### config.mk
export PLATFORM = sky130hd
export DESIGN_NAME = stc_top
export DESIGN_NICKNAME = d
export VERILOG_FILES = /design/src/hw/stc_pkg.sv /design/src/hw/stc_top.sv
export VERILOG_INCLUDE_DIRS = /design/src /design/src/hw
export SDC_FILE = /design/constraint.sdc
export NUM_CORES = 1
export LEC_CHECK = 0
export ABC_AREA = 1
export BUFFER_PORTS_ARGS = -buffer_cell sky130_fd_sc_hd__buf_2
export CAP_MARGIN = 0
export CELL_PAD_IN_SITES_DETAIL_PLACEMENT = 1
export CELL_PAD_IN_SITES_GLOBAL_PLACEMENT = 2
export CORE_ASPECT_RATIO = 0.9
export CORE_MARGIN = 1.5
export CORE_UTILIZATION = 34
export DETAILED_ROUTE_END_ITERATION = 10
export PLACE_DENSITY_LB_ADDON = 0.1
export SYNTH_ARGS = -nofsm -noshare
export SYNTH_HDL_FRONTEND = slang
export SYNTH_SLANG_ARGS = --single-unit
### constraint.sdc
create_clock -name ref_clk -period 5.3 [get_ports ref_clk]
set_input_delay 1.06 -clock ref_clk [delete_from_list [all_inputs] [get_ports ref_clk]]
set_output_delay 1.06 -clock ref_clk [all_outputs]
set_load 0.03 [all_outputs]
### src/hw/stc_consts.svh
// constants for the stepper translator and stall control block
// assumes a 100 MHz ref_clk and word-aligned AHB-Lite register access
`ifndef STC_CONSTS_SVH
`define STC_CONSTS_SVH
`define STC_CLK_MHZ      100
`define STC_A_CTRL       5'h00
`define STC_A_POS        5'h04
`define STC_A_STALL      5'h08
`define STC_A_STATUS     5'h0C
`define STC_A_BEMF       5'h10
`define STC_B_EN         0
`define STC_B_INV        1
`define STC_B_SOFT       2
`define STC_F_RES        5:3
`define STC_B_FILT       6
`define STC_B_BOOST      7
`define STC_F_PEAK       11:8
`define STC_F_UVSEL      13:12
`define STC_B_UVACT      14
`define STC_B_STRM       15
`define STC_F_TO         7:0
`define STC_F_THR        11:8
`define STC_F_LIM        23:16
`define STC_RES_RST      3'h0
`define STC_POS_RST      6'h08
`define STC_PEAK_RST     4'h0
`define STC_RES_FULL     3'h4
`define STC_STALL_BACK   6'h18
`define STC_UV_T0_US     5
`define STC_UV_T1_US     10
`define STC_UV_T2_US     20
`define STC_UV_T3_US     40
`define STC_PWM_US       50
`define STC_SPD_UNIT_US  20
`endif

### src/hw/stc_pkg.sv
// types of the stepper translator and stall control block
// assumes stc_consts.svh carries the register map, field, reset and timing constants
package stc_pkg;
	typedef enum logic [1:0] {
		BUS_IDLE = 2'b01,
		BUS_DATA = 2'b10
	} stc_bus_e;
	typedef logic [5:0] stc_pos_t;
endpackage

### src/hw/stc_top.sv
// stepper translator, step triggers, low supply handling, back-emf and stall control
// assumes an AHB-Lite master, analog front end on ref_clk, pins asynchronous
// What this block does
// RL1: direction is pin xor invert bit
// RL2: disabled drive still steps unless filter set
// RL3: pin rise or soft step moves one step
// RL4: soft step bit self-clears after stepping
// RL5: separated pin and soft steps both count
// RL6: new resolution applies at next trigger only
// RL7: one write: step uses new settings
// RL8: position write applies at once
// RL9: thermal warning drops boost, boost readable
// RL10: peak code selects sixteen current levels
// RL11: peak code applied at next pwm period
// RL12: sleep ignores step and direction pins
// RL13: low supply warning set, read clears after
// RL14: debounced low supply sets fault, error out
// RL15: enable write accepted only without fault
// RL16: fault action bit: hi-z or brake
// RL17: trigger during low supply sets lost step
// RL18: back-emf code, ready, normal or streaming
// RL19: timeout in units of four pwm periods, zero off
// RL20: two low crossings: stall, back 135 degrees
// RL21: stall clears on read after direction toggle
// RL22: measure only when interval within limit
// RL23: resolution codes sixteenth to full step
// RL24: reduced resolution rounds toward rotation
// RL25: position wraps modulo 64 by stride
`timescale 1ns/1ns
`include "stc_consts.svh"
`default_nettype none
module stc_top #(
	parameter int PWM_CYC = `STC_PWM_US * `STC_CLK_MHZ,
	parameter int SPD_CYC = `STC_SPD_UNIT_US * `STC_CLK_MHZ
) (
	input  wire logic        ref_clk,
	input  wire logic        reset,
	input  wire logic        hsel,
	input  wire logic [31:0] haddr,
	input  wire logic [1:0]  htrans,
	input  wire logic        hwrite,
	input  wire logic [2:0]  hsize,
	input  wire logic [31:0] hwdata,
	input  wire logic        hready,
	output logic      [31:0] hrdata,
	output logic             hreadyout,
	output logic             hresp,
	input  wire logic        step_pulse_pin,
	input  wire logic        dir_pin,
	input  wire logic        uv_comp,
	input  wire logic        thermal_warn,
	input  wire logic        sleep_mode,
	input  wire logic        zc_active,
	input  wire logic        bemf_valid,
	input  wire logic [4:0]  bemf_code,
	output logic      [5:0]  translator_position,
	output logic             rotation_up,
	output logic      [3:0]  peak_current_code,
	output logic             boost_applied,
	output logic             bridge_hiz,
	output logic             bridge_brake,
	output logic             fault_out_n_o,
	output logic             fault_out_n_oe
);
	function automatic logic [5:0] stc_mask(input logic [2:0] r);
		logic [2:0] rr;
		rr = (r > `STC_RES_FULL) ? `STC_RES_FULL : r;
		stc_mask = (6'h01 << rr) - 6'h01;
	endfunction
	function automatic logic [5:0] stc_next(input logic [5:0] p, input logic [2:0] r,
		input logic up);
		logic [5:0] m;
		logic [5:0] b;
		m = stc_mask(r);
		b = p & ~m;
		if (up) begin
			stc_next = b + m + 6'h01;
		end else begin
			stc_next = ((p & m) != 6'h00) ? b : b - m - 6'h01;
		end
	endfunction

	stc_pkg::stc_bus_e bus_ff, nxt_bus;
	logic [4:0]  adr_ff;
	logic        wr_ff;
	logic [31:0] hrdata_ff;
	logic        hready_ff;
	logic        hresp_ff;
	logic [2:0]  stp_s_ff, dir_s_ff;
	logic [1:0]  uv_s_ff, tw_s_ff;
	logic        dir_live_ff, up_ff;
	logic        en_ff, inv_ff, soft_ff, filt_ff, boost_ff, uvact_ff, strm_ff;
	logic [2:0]  res_ff;
	logic [3:0]  peak_ff, peak_out_ff;
	logic [1:0]  uvsel_ff;
	logic [7:0]  to_ff, lim_ff, spd_ff;
	logic [3:0]  thr_ff;
	stc_pkg::stc_pos_t pos_ff, nxt_pos;
	logic        boost_out_ff, hiz_ff, brake_ff, foe_ff, fo_ff;
	logic        uvw_ff, uvf_ff, lost_ff, stall_ff, tog_ff, rdy_ff;
	logic [11:0] uvc_ff;
	logic [15:0] pwm_ff, spc_ff;
	logic [9:0]  toc_ff;
	logic        zcp_ff, tod_ff;
	logic [4:0]  last_ff, bemf_ff;
	logic [1:0]  low_ff;

	// bus decode
	wire acc      = hsel & htrans[1] & hready;
	wire dph      = (bus_ff == stc_pkg::BUS_DATA);
	wire wr_now   = dph & wr_ff;
	wire rd_now   = dph & ~wr_ff;
	wire ctrl_wr  = wr_now & (adr_ff == `STC_A_CTRL);
	wire pos_wr   = wr_now & (adr_ff == `STC_A_POS);
	wire stl_wr   = wr_now & (adr_ff == `STC_A_STALL);
	wire st_rd    = rd_now & (adr_ff == `STC_A_STATUS);
	wire bemf_rd  = rd_now & (adr_ff == `STC_A_BEMF);
	assign nxt_bus = acc & ~dph ? stc_pkg::BUS_DATA : stc_pkg::BUS_IDLE;

	// step trigger and direction
	wire pin_rise = stp_s_ff[1] & ~stp_s_ff[2] & ~sleep_mode; // [RL12]
	wire allow    = ~(filt_ff & ~en_ff) & ~sleep_mode; // [RL2]
	wire trig     = (pin_rise | soft_ff) & allow; // [RL3] [RL5]
	wire step_go  = trig & ~stall_ff; // [RL21]
	wire eff_up   = dir_live_ff ^ inv_ff; // [RL1]
	wire uv_any   = uv_s_ff[1] | uvf_ff;
	wire pwm_tick = (pwm_ff == 16'(PWM_CYC - 1));
	wire spd_tick = (spc_ff == 16'(SPD_CYC - 1));

	// back-emf and stall
	wire meas_en  = (spd_ff <= lim_ff); // [RL22]
	wire to_hit   = zc_active & ~tod_ff & (to_ff != 8'h00) & (toc_ff == {to_ff, 2'b00}); // [RL19]
	wire zc_end   = meas_en & ((zcp_ff & ~zc_active & ~tod_ff) | to_hit);
	wire below    = (last_ff[4:1] < thr_ff); // [RL20]
	wire chk      = zc_end & (thr_ff != 4'h0);
	wire stall_ev = chk & below & (low_ff == 2'h1) & ~stall_ff; // [RL20]
	wire take     = bemf_valid & zc_active & meas_en;
	wire [4:0] pub = strm_ff & take ? bemf_code : last_ff; // [RL18]
	wire pub_ev   = (strm_ff & take) | zc_end;

	wire [11:0] uv_lim = (uvsel_ff == 2'h0) ? 12'(`STC_UV_T0_US * `STC_CLK_MHZ) :
		(uvsel_ff == 2'h1) ? 12'(`STC_UV_T1_US * `STC_CLK_MHZ) :
		(uvsel_ff == 2'h2) ? 12'(`STC_UV_T2_US * `STC_CLK_MHZ) :
		12'(`STC_UV_T3_US * `STC_CLK_MHZ); // [RL14]
	wire [5:0] back_pos = eff_up ? pos_ff - `STC_STALL_BACK : pos_ff + `STC_STALL_BACK;
	assign nxt_pos = pos_wr ? hwdata[5:0] : // [RL8]
		stall_ev ? back_pos : // [RL20]
		step_go ? stc_next(pos_ff, res_ff, eff_up) : pos_ff; // [RL6] [RL7] [RL23] [RL24] [RL25]

	wire [31:0] r_ctrl = {16'h0000, strm_ff, uvact_ff, uvsel_ff, peak_ff, boost_ff,
		filt_ff, res_ff, soft_ff, inv_ff, en_ff};
	wire [31:0] r_stl  = {8'h00, lim_ff, 4'h0, thr_ff, to_ff};
	wire [31:0] r_st   = {25'h000_0000, en_ff, dir_live_ff, boost_ff, stall_ff,
		lost_ff, uvf_ff, uvw_ff}; // [RL9]
	wire [31:0] r_bemf = {16'h0000, spd_ff, 2'h0, rdy_ff, bemf_ff};
	wire [31:0] rdata  = (adr_ff == `STC_A_CTRL) ? r_ctrl :
		(adr_ff == `STC_A_POS) ? {26'h000_0000, pos_ff} :
		(adr_ff == `STC_A_STALL) ? r_stl :
		(adr_ff == `STC_A_STATUS) ? r_st :
		(adr_ff == `STC_A_BEMF) ? r_bemf : 32'h0000_0000;

	always_ff @(posedge ref_clk) begin
		if (reset) begin
			bus_ff <= stc_pkg::BUS_IDLE;
			adr_ff <= 5'h00;
			wr_ff <= 1'b0;
			hready_ff <= 1'b1;
			hrdata_ff <= 32'h0000_0000;
			hresp_ff <= 1'b0;
		end else begin
			bus_ff <= nxt_bus;
			if (acc & ~dph) begin
				adr_ff <= {haddr[4:2], 2'b00};
				wr_ff <= hwrite;
			end
			hready_ff <= ~(acc & ~dph);
			if (rd_now) begin
				hrdata_ff <= rdata;
			end
		end
	end

	always_ff @(posedge ref_clk) begin
		if (reset) begin
			stp_s_ff <= 3'h0;
			dir_s_ff <= 3'h0;
			uv_s_ff <= 2'h0;
			tw_s_ff <= 2'h0;
		end else begin
			stp_s_ff <= {stp_s_ff[1:0], step_pulse_pin};
			dir_s_ff <= {dir_s_ff[1:0], dir_pin};
			uv_s_ff <= {uv_s_ff[0], uv_comp};
			tw_s_ff <= {tw_s_ff[0], thermal_warn};
		end
	end

	always_ff @(posedge ref_clk) begin
		if (reset) begin
			dir_live_ff <= 1'b0;
			up_ff <= 1'b0;
		end else begin
			if (~sleep_mode) begin
				dir_live_ff <= dir_s_ff[2]; // [RL12]
			end
			up_ff <= eff_up;
		end
	end

	always_ff @(posedge ref_clk) begin
		if (reset) begin
			en_ff <= 1'b0;
			inv_ff <= 1'b0;
			soft_ff <= 1'b0;
			res_ff <= `STC_RES_RST;
			filt_ff <= 1'b0;
			boost_ff <= 1'b0;
			peak_ff <= `STC_PEAK_RST;
			uvsel_ff <= 2'h0;
			uvact_ff <= 1'b0;
			strm_ff <= 1'b0;
		end else begin
			soft_ff <= ctrl_wr & hwdata[`STC_B_SOFT]; // [RL4] [RL7]
			if (ctrl_wr) begin
				en_ff <= hwdata[`STC_B_EN] & ~uvf_ff; // [RL15]
				inv_ff <= hwdata[`STC_B_INV];
				res_ff <= hwdata[`STC_F_RES];
				filt_ff <= hwdata[`STC_B_FILT];
				peak_ff <= hwdata[`STC_F_PEAK]; // [RL10]
				uvsel_ff <= hwdata[`STC_F_UVSEL];
				uvact_ff <= hwdata[`STC_B_UVACT];
				strm_ff <= hwdata[`STC_B_STRM];
			end else if (uvf_ff) begin
				en_ff <= 1'b0;
			end
			boost_ff <= tw_s_ff[1] ? 1'b0 : ctrl_wr ? hwdata[`STC_B_BOOST] : boost_ff; // [RL9]
		end
	end

	always_ff @(posedge ref_clk) begin
		if (reset) begin
			to_ff <= 8'h00;
			thr_ff <= 4'h0;
			lim_ff <= 8'h00;
		end else if (stl_wr) begin
			to_ff <= hwdata[`STC_F_TO];
			thr_ff <= hwdata[`STC_F_THR];
			lim_ff <= hwdata[`STC_F_LIM];
		end
	end

	always_ff @(posedge ref_clk) begin
		if (reset) begin
			pos_ff <= `STC_POS_RST;
		end else begin
			pos_ff <= nxt_pos;
		end
	end

	always_ff @(posedge ref_clk) begin
		if (reset) begin
			pwm_ff <= 16'h0000;
			spc_ff <= 16'h0000;
			spd_ff <= 8'hFF;
			peak_out_ff <= `STC_PEAK_RST;
			boost_out_ff <= 1'b0;
		end else begin
			pwm_ff <= pwm_tick ? 16'h0000 : pwm_ff + 16'h0001;
			spc_ff <= (spd_tick | step_go) ? 16'h0000 : spc_ff + 16'h0001;
			if (step_go) begin
				spd_ff <= 8'h00;
			end else if (spd_tick & (spd_ff != 8'hFF)) begin
				spd_ff <= spd_ff + 8'h01;
			end
			if (pwm_tick) begin
				peak_out_ff <= peak_ff; // [RL11]
				boost_out_ff <= boost_ff & ~tw_s_ff[1];
			end
		end
	end

	always_ff @(posedge ref_clk) begin
		if (reset) begin
			uvw_ff <= 1'b0;
			uvf_ff <= 1'b0;
			uvc_ff <= 12'h000;
			lost_ff <= 1'b0;
		end else begin
			uvw_ff <= uv_s_ff[1] | (uvw_ff & ~st_rd); // [RL13]
			uvc_ff <= ~uv_s_ff[1] ? 12'h000 : (uvc_ff == uv_lim) ? uvc_ff : uvc_ff + 12'h001;
			uvf_ff <= (uvc_ff == uv_lim) | (uvf_ff & ~(st_rd & ~uv_s_ff[1])); // [RL14]
			lost_ff <= ((trig | pos_wr) & uv_any) | (lost_ff & ~st_rd); // [RL17]
		end
	end

	always_ff @(posedge ref_clk) begin
		if (reset) begin
			zcp_ff <= 1'b0;
			tod_ff <= 1'b0;
			toc_ff <= 10'h000;
			last_ff <= 5'h00;
			bemf_ff <= 5'h00;
			rdy_ff <= 1'b0;
		end else begin
			zcp_ff <= zc_active;
			tod_ff <= zc_active & (tod_ff | to_hit);
			toc_ff <= ~zc_active ? 10'h000 : pwm_tick ? toc_ff + 10'h001 : toc_ff;
			if (take) begin
				last_ff <= bemf_code;
			end
			if (pub_ev) begin
				bemf_ff <= pub; // [RL18]
			end
			rdy_ff <= pub_ev | (rdy_ff & ~bemf_rd);
		end
	end

	always_ff @(posedge ref_clk) begin
		if (reset) begin
			low_ff <= 2'h0;
			stall_ff <= 1'b0;
			tog_ff <= 1'b0;
		end else begin
			if (chk) begin
				low_ff <= (below & ~stall_ff & (low_ff == 2'h0)) ? 2'h1 : 2'h0;
			end
			stall_ff <= stall_ev | (stall_ff & ~(st_rd & tog_ff)); // [RL21]
			tog_ff <= stall_ff & (tog_ff | (eff_up != up_ff));
		end
	end

	always_ff @(posedge ref_clk) begin
		if (reset) begin
			hiz_ff <= 1'b1;
			brake_ff <= 1'b0;
			foe_ff <= 1'b0;
			fo_ff <= 1'b0;
		end else begin
			brake_ff <= uvf_ff & uvact_ff; // [RL16]
			hiz_ff <= ~(uvf_ff & uvact_ff) & (uvf_ff | ~en_ff);
			foe_ff <= ~sleep_mode & (uvf_ff | stall_ff); // [RL14] [RL21]
			fo_ff <= 1'b0;
		end
	end

	assign hrdata = hrdata_ff;
	assign hreadyout = hready_ff;
	assign hresp = hresp_ff;
	assign translator_position = pos_ff;
	assign rotation_up = up_ff;
	assign peak_current_code = peak_out_ff;
	assign boost_applied = boost_out_ff;
	assign bridge_hiz = hiz_ff;
	assign bridge_brake = brake_ff;
	assign fault_out_n_o = fo_ff;
	assign fault_out_n_oe = foe_ff;

	property p_soft;
		@(posedge ref_clk) disable iff (reset) soft_ff |=> !soft_ff;
	endproperty
	a_soft: assert property (p_soft) else $error("soft step not cleared"); // [RL4]
	property p_hold;
		@(posedge ref_clk) disable iff (reset) !trig && !pos_wr && !stall_ev |=> $stable(pos_ff);
	endproperty
	a_hold: assert property (p_hold) else $error("position moved without trigger"); // [RL6]
	property p_step;
		@(posedge ref_clk) disable iff (reset)
			step_go && !pos_wr && !stall_ev |=> (pos_ff & stc_mask($past(res_ff))) == 6'h00;
	endproperty
	a_step: assert property (p_step) else $error("step not on stride"); // [RL24]
	property p_poswr;
		@(posedge ref_clk) disable iff (reset) pos_wr |=> pos_ff == $past(hwdata[5:0]);
	endproperty
	a_poswr: assert property (p_poswr) else $error("position write lost"); // [RL8]
	property p_lost;
		@(posedge ref_clk) disable iff (reset) trig && uv_s_ff[1] |=> lost_ff;
	endproperty
	a_lost: assert property (p_lost) else $error("lost step not flagged"); // [RL17]
	property p_en;
		@(posedge ref_clk) disable iff (reset) ctrl_wr && uvf_ff |=> !en_ff;
	endproperty
	a_en: assert property (p_en) else $error("enable taken during fault"); // [RL15]
	property p_err;
		@(posedge ref_clk) disable iff (reset) stall_ff && !sleep_mode |=> fault_out_n_oe;
	endproperty
	a_err: assert property (p_err) else $error("error output idle in stall"); // [RL21]
	property p_peak;
		@(posedge ref_clk) disable iff (reset)
			!pwm_tick ##1 !pwm_tick |-> $stable(peak_current_code);
	endproperty
	a_peak: assert property (p_peak) else $error("peak changed mid period"); // [RL11]
	property p_boost;
		@(posedge ref_clk) disable iff (reset) tw_s_ff[1] |=> !boost_ff ##1 !boost_ff;
	endproperty
	a_boost: assert property (p_boost) else $error("boost kept at warning"); // [RL9]
	property p_uvw;
		@(posedge ref_clk) disable iff (reset) uv_s_ff[1] |=> uvw_ff;
	endproperty
	a_uvw: assert property (p_uvw) else $error("warning not set"); // [RL13]
endmodule // stc_top
`default_nettype wire

==> results by stage <==
Status:
- The run finished with clean final reports.

Synthesis:
- The sequential share of the synthesized area is 41.8%.
- Yosys mapped a number of flops with a built-in enable equal to 0.
- The netlist uses 55 different library cells.
- Sorting the synthesized cells by area gives the leading types as sky130_fd_sc_hd__dfxtp_1, sky130_fd_sc_hd__nand2_1, sky130_fd_sc_hd__inv_1.
- The most area-hungry cell type in the Yosys netlist is sky130_fd_sc_hd__dfxtp_1.
- The share of the synthesized area in the top cell type is 41.8%.
- The most common cell in the netlist is sky130_fd_sc_hd__dfxtp_1.
- For this run, the number of Yosys warnings is 0.
- The total of flip-flops plus latches after synthesis is 173.
- Averaged over all synthesized cells, the footprint is 7.37 um^2.
- The dominant register cell in the synthesized netlist is sky130_fd_sc_hd__dfxtp_1.
- After synthesis the cells add up to 8280 um^2.
- The share of flip-flops with an asynchronous set or reset is 0%.
- Ranked by instance count, the synthesized netlist is headed by sky130_fd_sc_hd__dfxtp_1, sky130_fd_sc_hd__nand2_1, sky130_fd_sc_hd__inv_1, sky130_fd_sc_hd__nor2_1, sky130_fd_sc_hd__a21oi_1.
- In the synthesized netlist, the number of instances is 1,123.

STA:
- The ratio of final minimum period to clock period is 46.3%.
- Setup repair after global routing left no endpoint under its margin.
- Across the routed clock network, the largest skew measured is 0.0150 ns.
- The minimum setup slack in the final design is 2.84 ns.
- The transition time at the pin with the least slew margin is 0.779 ns.
- The worst slew margin relative to its limit is 48.0%.
- The post-layout minimum cycle time is 2.46 ns.
- The number of setup violations in the final report is 0.
- The max-slew violation count was 0.
- The hold violation total from the final report is 0.
- The peak clock frequency supported by timing is 407 MHz.
- Summed over all failing endpoints, the final setup total negative slack is 0 ns.

Clocking:
- Post-CTS repair changed the size of 0 cells.
- The number of clock buffers inserted by TritonCTS is 17.
- The clock transition time at the flip-flop clock pins of the worst setup and hold paths is 0.07 ns.
- The number of buffers inserted to repair setup after CTS is 0.
- The tree is rooted in a sky130_fd_sc_hd__clkbuf_16.
- The clock sink total is 173.
- Buffers inserted to repair hold after CTS numbered 0.
- The TritonCTS clock tree is yes.
- The H-tree level count is 4.
- The buffer levels on the longest clock path is 2.
- The clock network latency to the later pin of the worst-skew pair is 0.43 ns.

Critical path:
- STA puts the critical path data arrival time at 2.82 ns.
- The number of buffers and inverters on the critical path is 2.
- The cell type of the slowest stage on the worst timing path is sky130_fd_sc_hd__nand3_1.
- The required arrival time at the worst endpoint is 5.66 ns.
- The nature of the critical path startpoint is an input port.
- The type of the worst setup path is in -> reg.
- The startpoint identified for the worst register-to-register timing path is lim_ff[7].
- The critical path goes through buf_2 > inv_2 > nand3_1 > o21bai_1 > a21oi_1.
- The largest fanout of any net on the critical path is 39.
- STA classifies the critical path endpoint as a flop.
- The family with the most delay on the worst path is buffers and inverters.
- The stage delay of the slowest cell on the critical path is 0.64 ns.
- The critical path starts at reset.

Placement:
- The number of input and output port buffers inserted is 84.
- After legalization and detailed placement, the total HPWL measured 18,700 um.
- Counting tap cells, the placed design contains a total of 1,486 instances.
- The worst setup slack before clock tree synthesis is 2.28 ns.
- At the end of routability-driven placement, the weighted congestion stood at 0.805.

Power:
- Summed over all cells, the static leakage comes to 3.88 nW.
- The worst vdd rail ir drop is 0.193 mV.
- After layout, the design draws a total of 2.74 mW.
- The areal power density over the cells is 288 nW/um^2.

Finish:
- The final-stage net count is 1,310.
- The filler-free cell count of the finished design is 1,518.
- In the final layout, the share of cells above drive strength 1 is 15.2%.
- 0 antenna diodes ended up in the layout.
- Compared with the post-synthesis result, the final layout area differs by 15.2%.

GRT:
- The number of antenna violations at the first check in global routing was 0.
- The first global-routing pass estimated 40,000 um of wire.
- Entering global routing, the biggest net connects 48 pins.
- The aggregate global-route resource usage is 20.1%.
- The total congestion overflow is 0.
- The via count of the first global-routing pass is 7,448.

Die:
- From left edge to right edge, the die measures 168 um.
- The initial cell density of the core is 35.1%.
- The floorplan die height is 151 um.
- The initialized floorplan defines 53 standard-cell rows.
- The area of the die is 25,300 um^2.
- Pin placement for this block handled 136 I/O pins.
- In this run the standard cell core region covers 23,600 um^2.

Detailed routing:
- The first detailed-routing pass ran for 5 iterations.
- In the routed design, unresolved DRC markers number 0.
- The average via count per standard cell is 5.02.
- The number of nets with antenna violations after routing is 0.
- The overall via count from detail_route is 7,616.
- After the first detailed-routing iteration, the DRC count stood at 474.
- The total wire length is 24,700 um.
- The final routed wire length divided by cell count is 16.3 um.

Min path:
- The launch point of the worst hold path is dir_s_ff[0].
- The class of the tightest hold or removal check is reg -> reg.

Job:
- Max-cap violations in this run came to 0.
-- cell families after synthesis --
kind of cell / after synthesis / synth area share (%)
AO/OA/AOI/OAI: 272 / 18.3
XOR/XNOR: 16 / 1.92
adder cells (fa/ha/maj): 21 / 3.26
buffers and inverters: 208 / 10.1
flip-flops: 173 / 41.8
other: 1 / 0.0453
AND/OR/NAND/NOR: 432 / 24.6
-- report_power, final --
part,switching [mW],internal [mW]
combinational,0.112,0.0498
clock,0.557,0.694
sequential,0.0141,1.31
total,0.683,2.06
-- metal layers --
layer  GRT usage (%)  share of wire, %  vias up
li1                -                 -     3868
met1            28.6                52     3616
met2            32.4                44      122
met3            2.74               2.7       10
met4            4.73              0.72        0
met5               0                 0        -
-- final timing paths --
| check | endpoint | slack [ns] | cells past startpoint |
|---|---|---|---|
| hold / removal | dir_s_ff[1] | 0.41 | 2 |
| hold reg to reg | dir_s_ff[1] | 0.41 | 2 |
| setup / recovery | spc_ff[11] | 2.84 | 5 |
| setup reg to reg | bemf_ff[0] | 2.90 | 15 |
-- flip-flops by register name, summed over array words and instances, names as in the netlist, 2 cells and up --
register             cells
stp_s_ff                 3
translator_position      6
hrdata                  24
spc_ff                  16
bus_ff                   2
adr_ff                   3
spd_ff                   8
lim_ff                   8
last_ff                  5
uv_s_ff                  2
to_ff                    8
dir_s_ff                 3
res_ff                   3
toc_ff                  10
pwm_ff                  16
thr_ff                   4
peak_current_code        4
tw_s_ff                  2
uvsel_ff                 2
bemf_ff                  5
uvc_ff                  12
peak_ff                  4
-- layout make-up --
class                           instances  area, um^2
Sequential cell                       173        3460
Timing Repair Buffer                   88         450
Fill cell                            2982       14100
Clock inverter                         10         105
Tap cell                              302         378
Clock buffer                           22         474
Inverter                              172         648
Multi-Input combinational cell        751        4020
-- worst min-delay path, cell delays in order (launching register included) --
cell and delay (ns):
sky130_fd_sc_hd__dfxtp_1 0.30, sky130_fd_sc_hd__inv_1 0.04, sky130_fd_sc_hd__nor2_1 0.03
-- layout by cell type (no fill, tap or decap), types with 20 or more instances in the layout --
master,n
sky130_fd_sc_hd__nor3_1,23
sky130_fd_sc_hd__o21ai_1,26
sky130_fd_sc_hd__ha_1,20
sky130_fd_sc_hd__nand3_1,46
sky130_fd_sc_hd__a21oi_1,92
sky130_fd_sc_hd__nand2_1,163
sky130_fd_sc_hd__dfxtp_1,173
sky130_fd_sc_hd__o21ai_0,90
sky130_fd_sc_hd__nor2_1,122
sky130_fd_sc_hd__inv_2,24
sky130_fd_sc_hd__buf_2,84
sky130_fd_sc_hd__inv_1,144
-- metrics by stage --
stage                     area [um^2]  hold slack, ns  util (%)
after CTS                        9540           0.410      40.4
final                            9540           0.406      40.4
after global routing             9540           0.421      40.4
after global placement           8960           0.392      37.9
after detailed placement         8960           0.400      37.9
after floorplan                  8320           0.388         -
No activity file was read; power rests on OpenSTA's default activity.
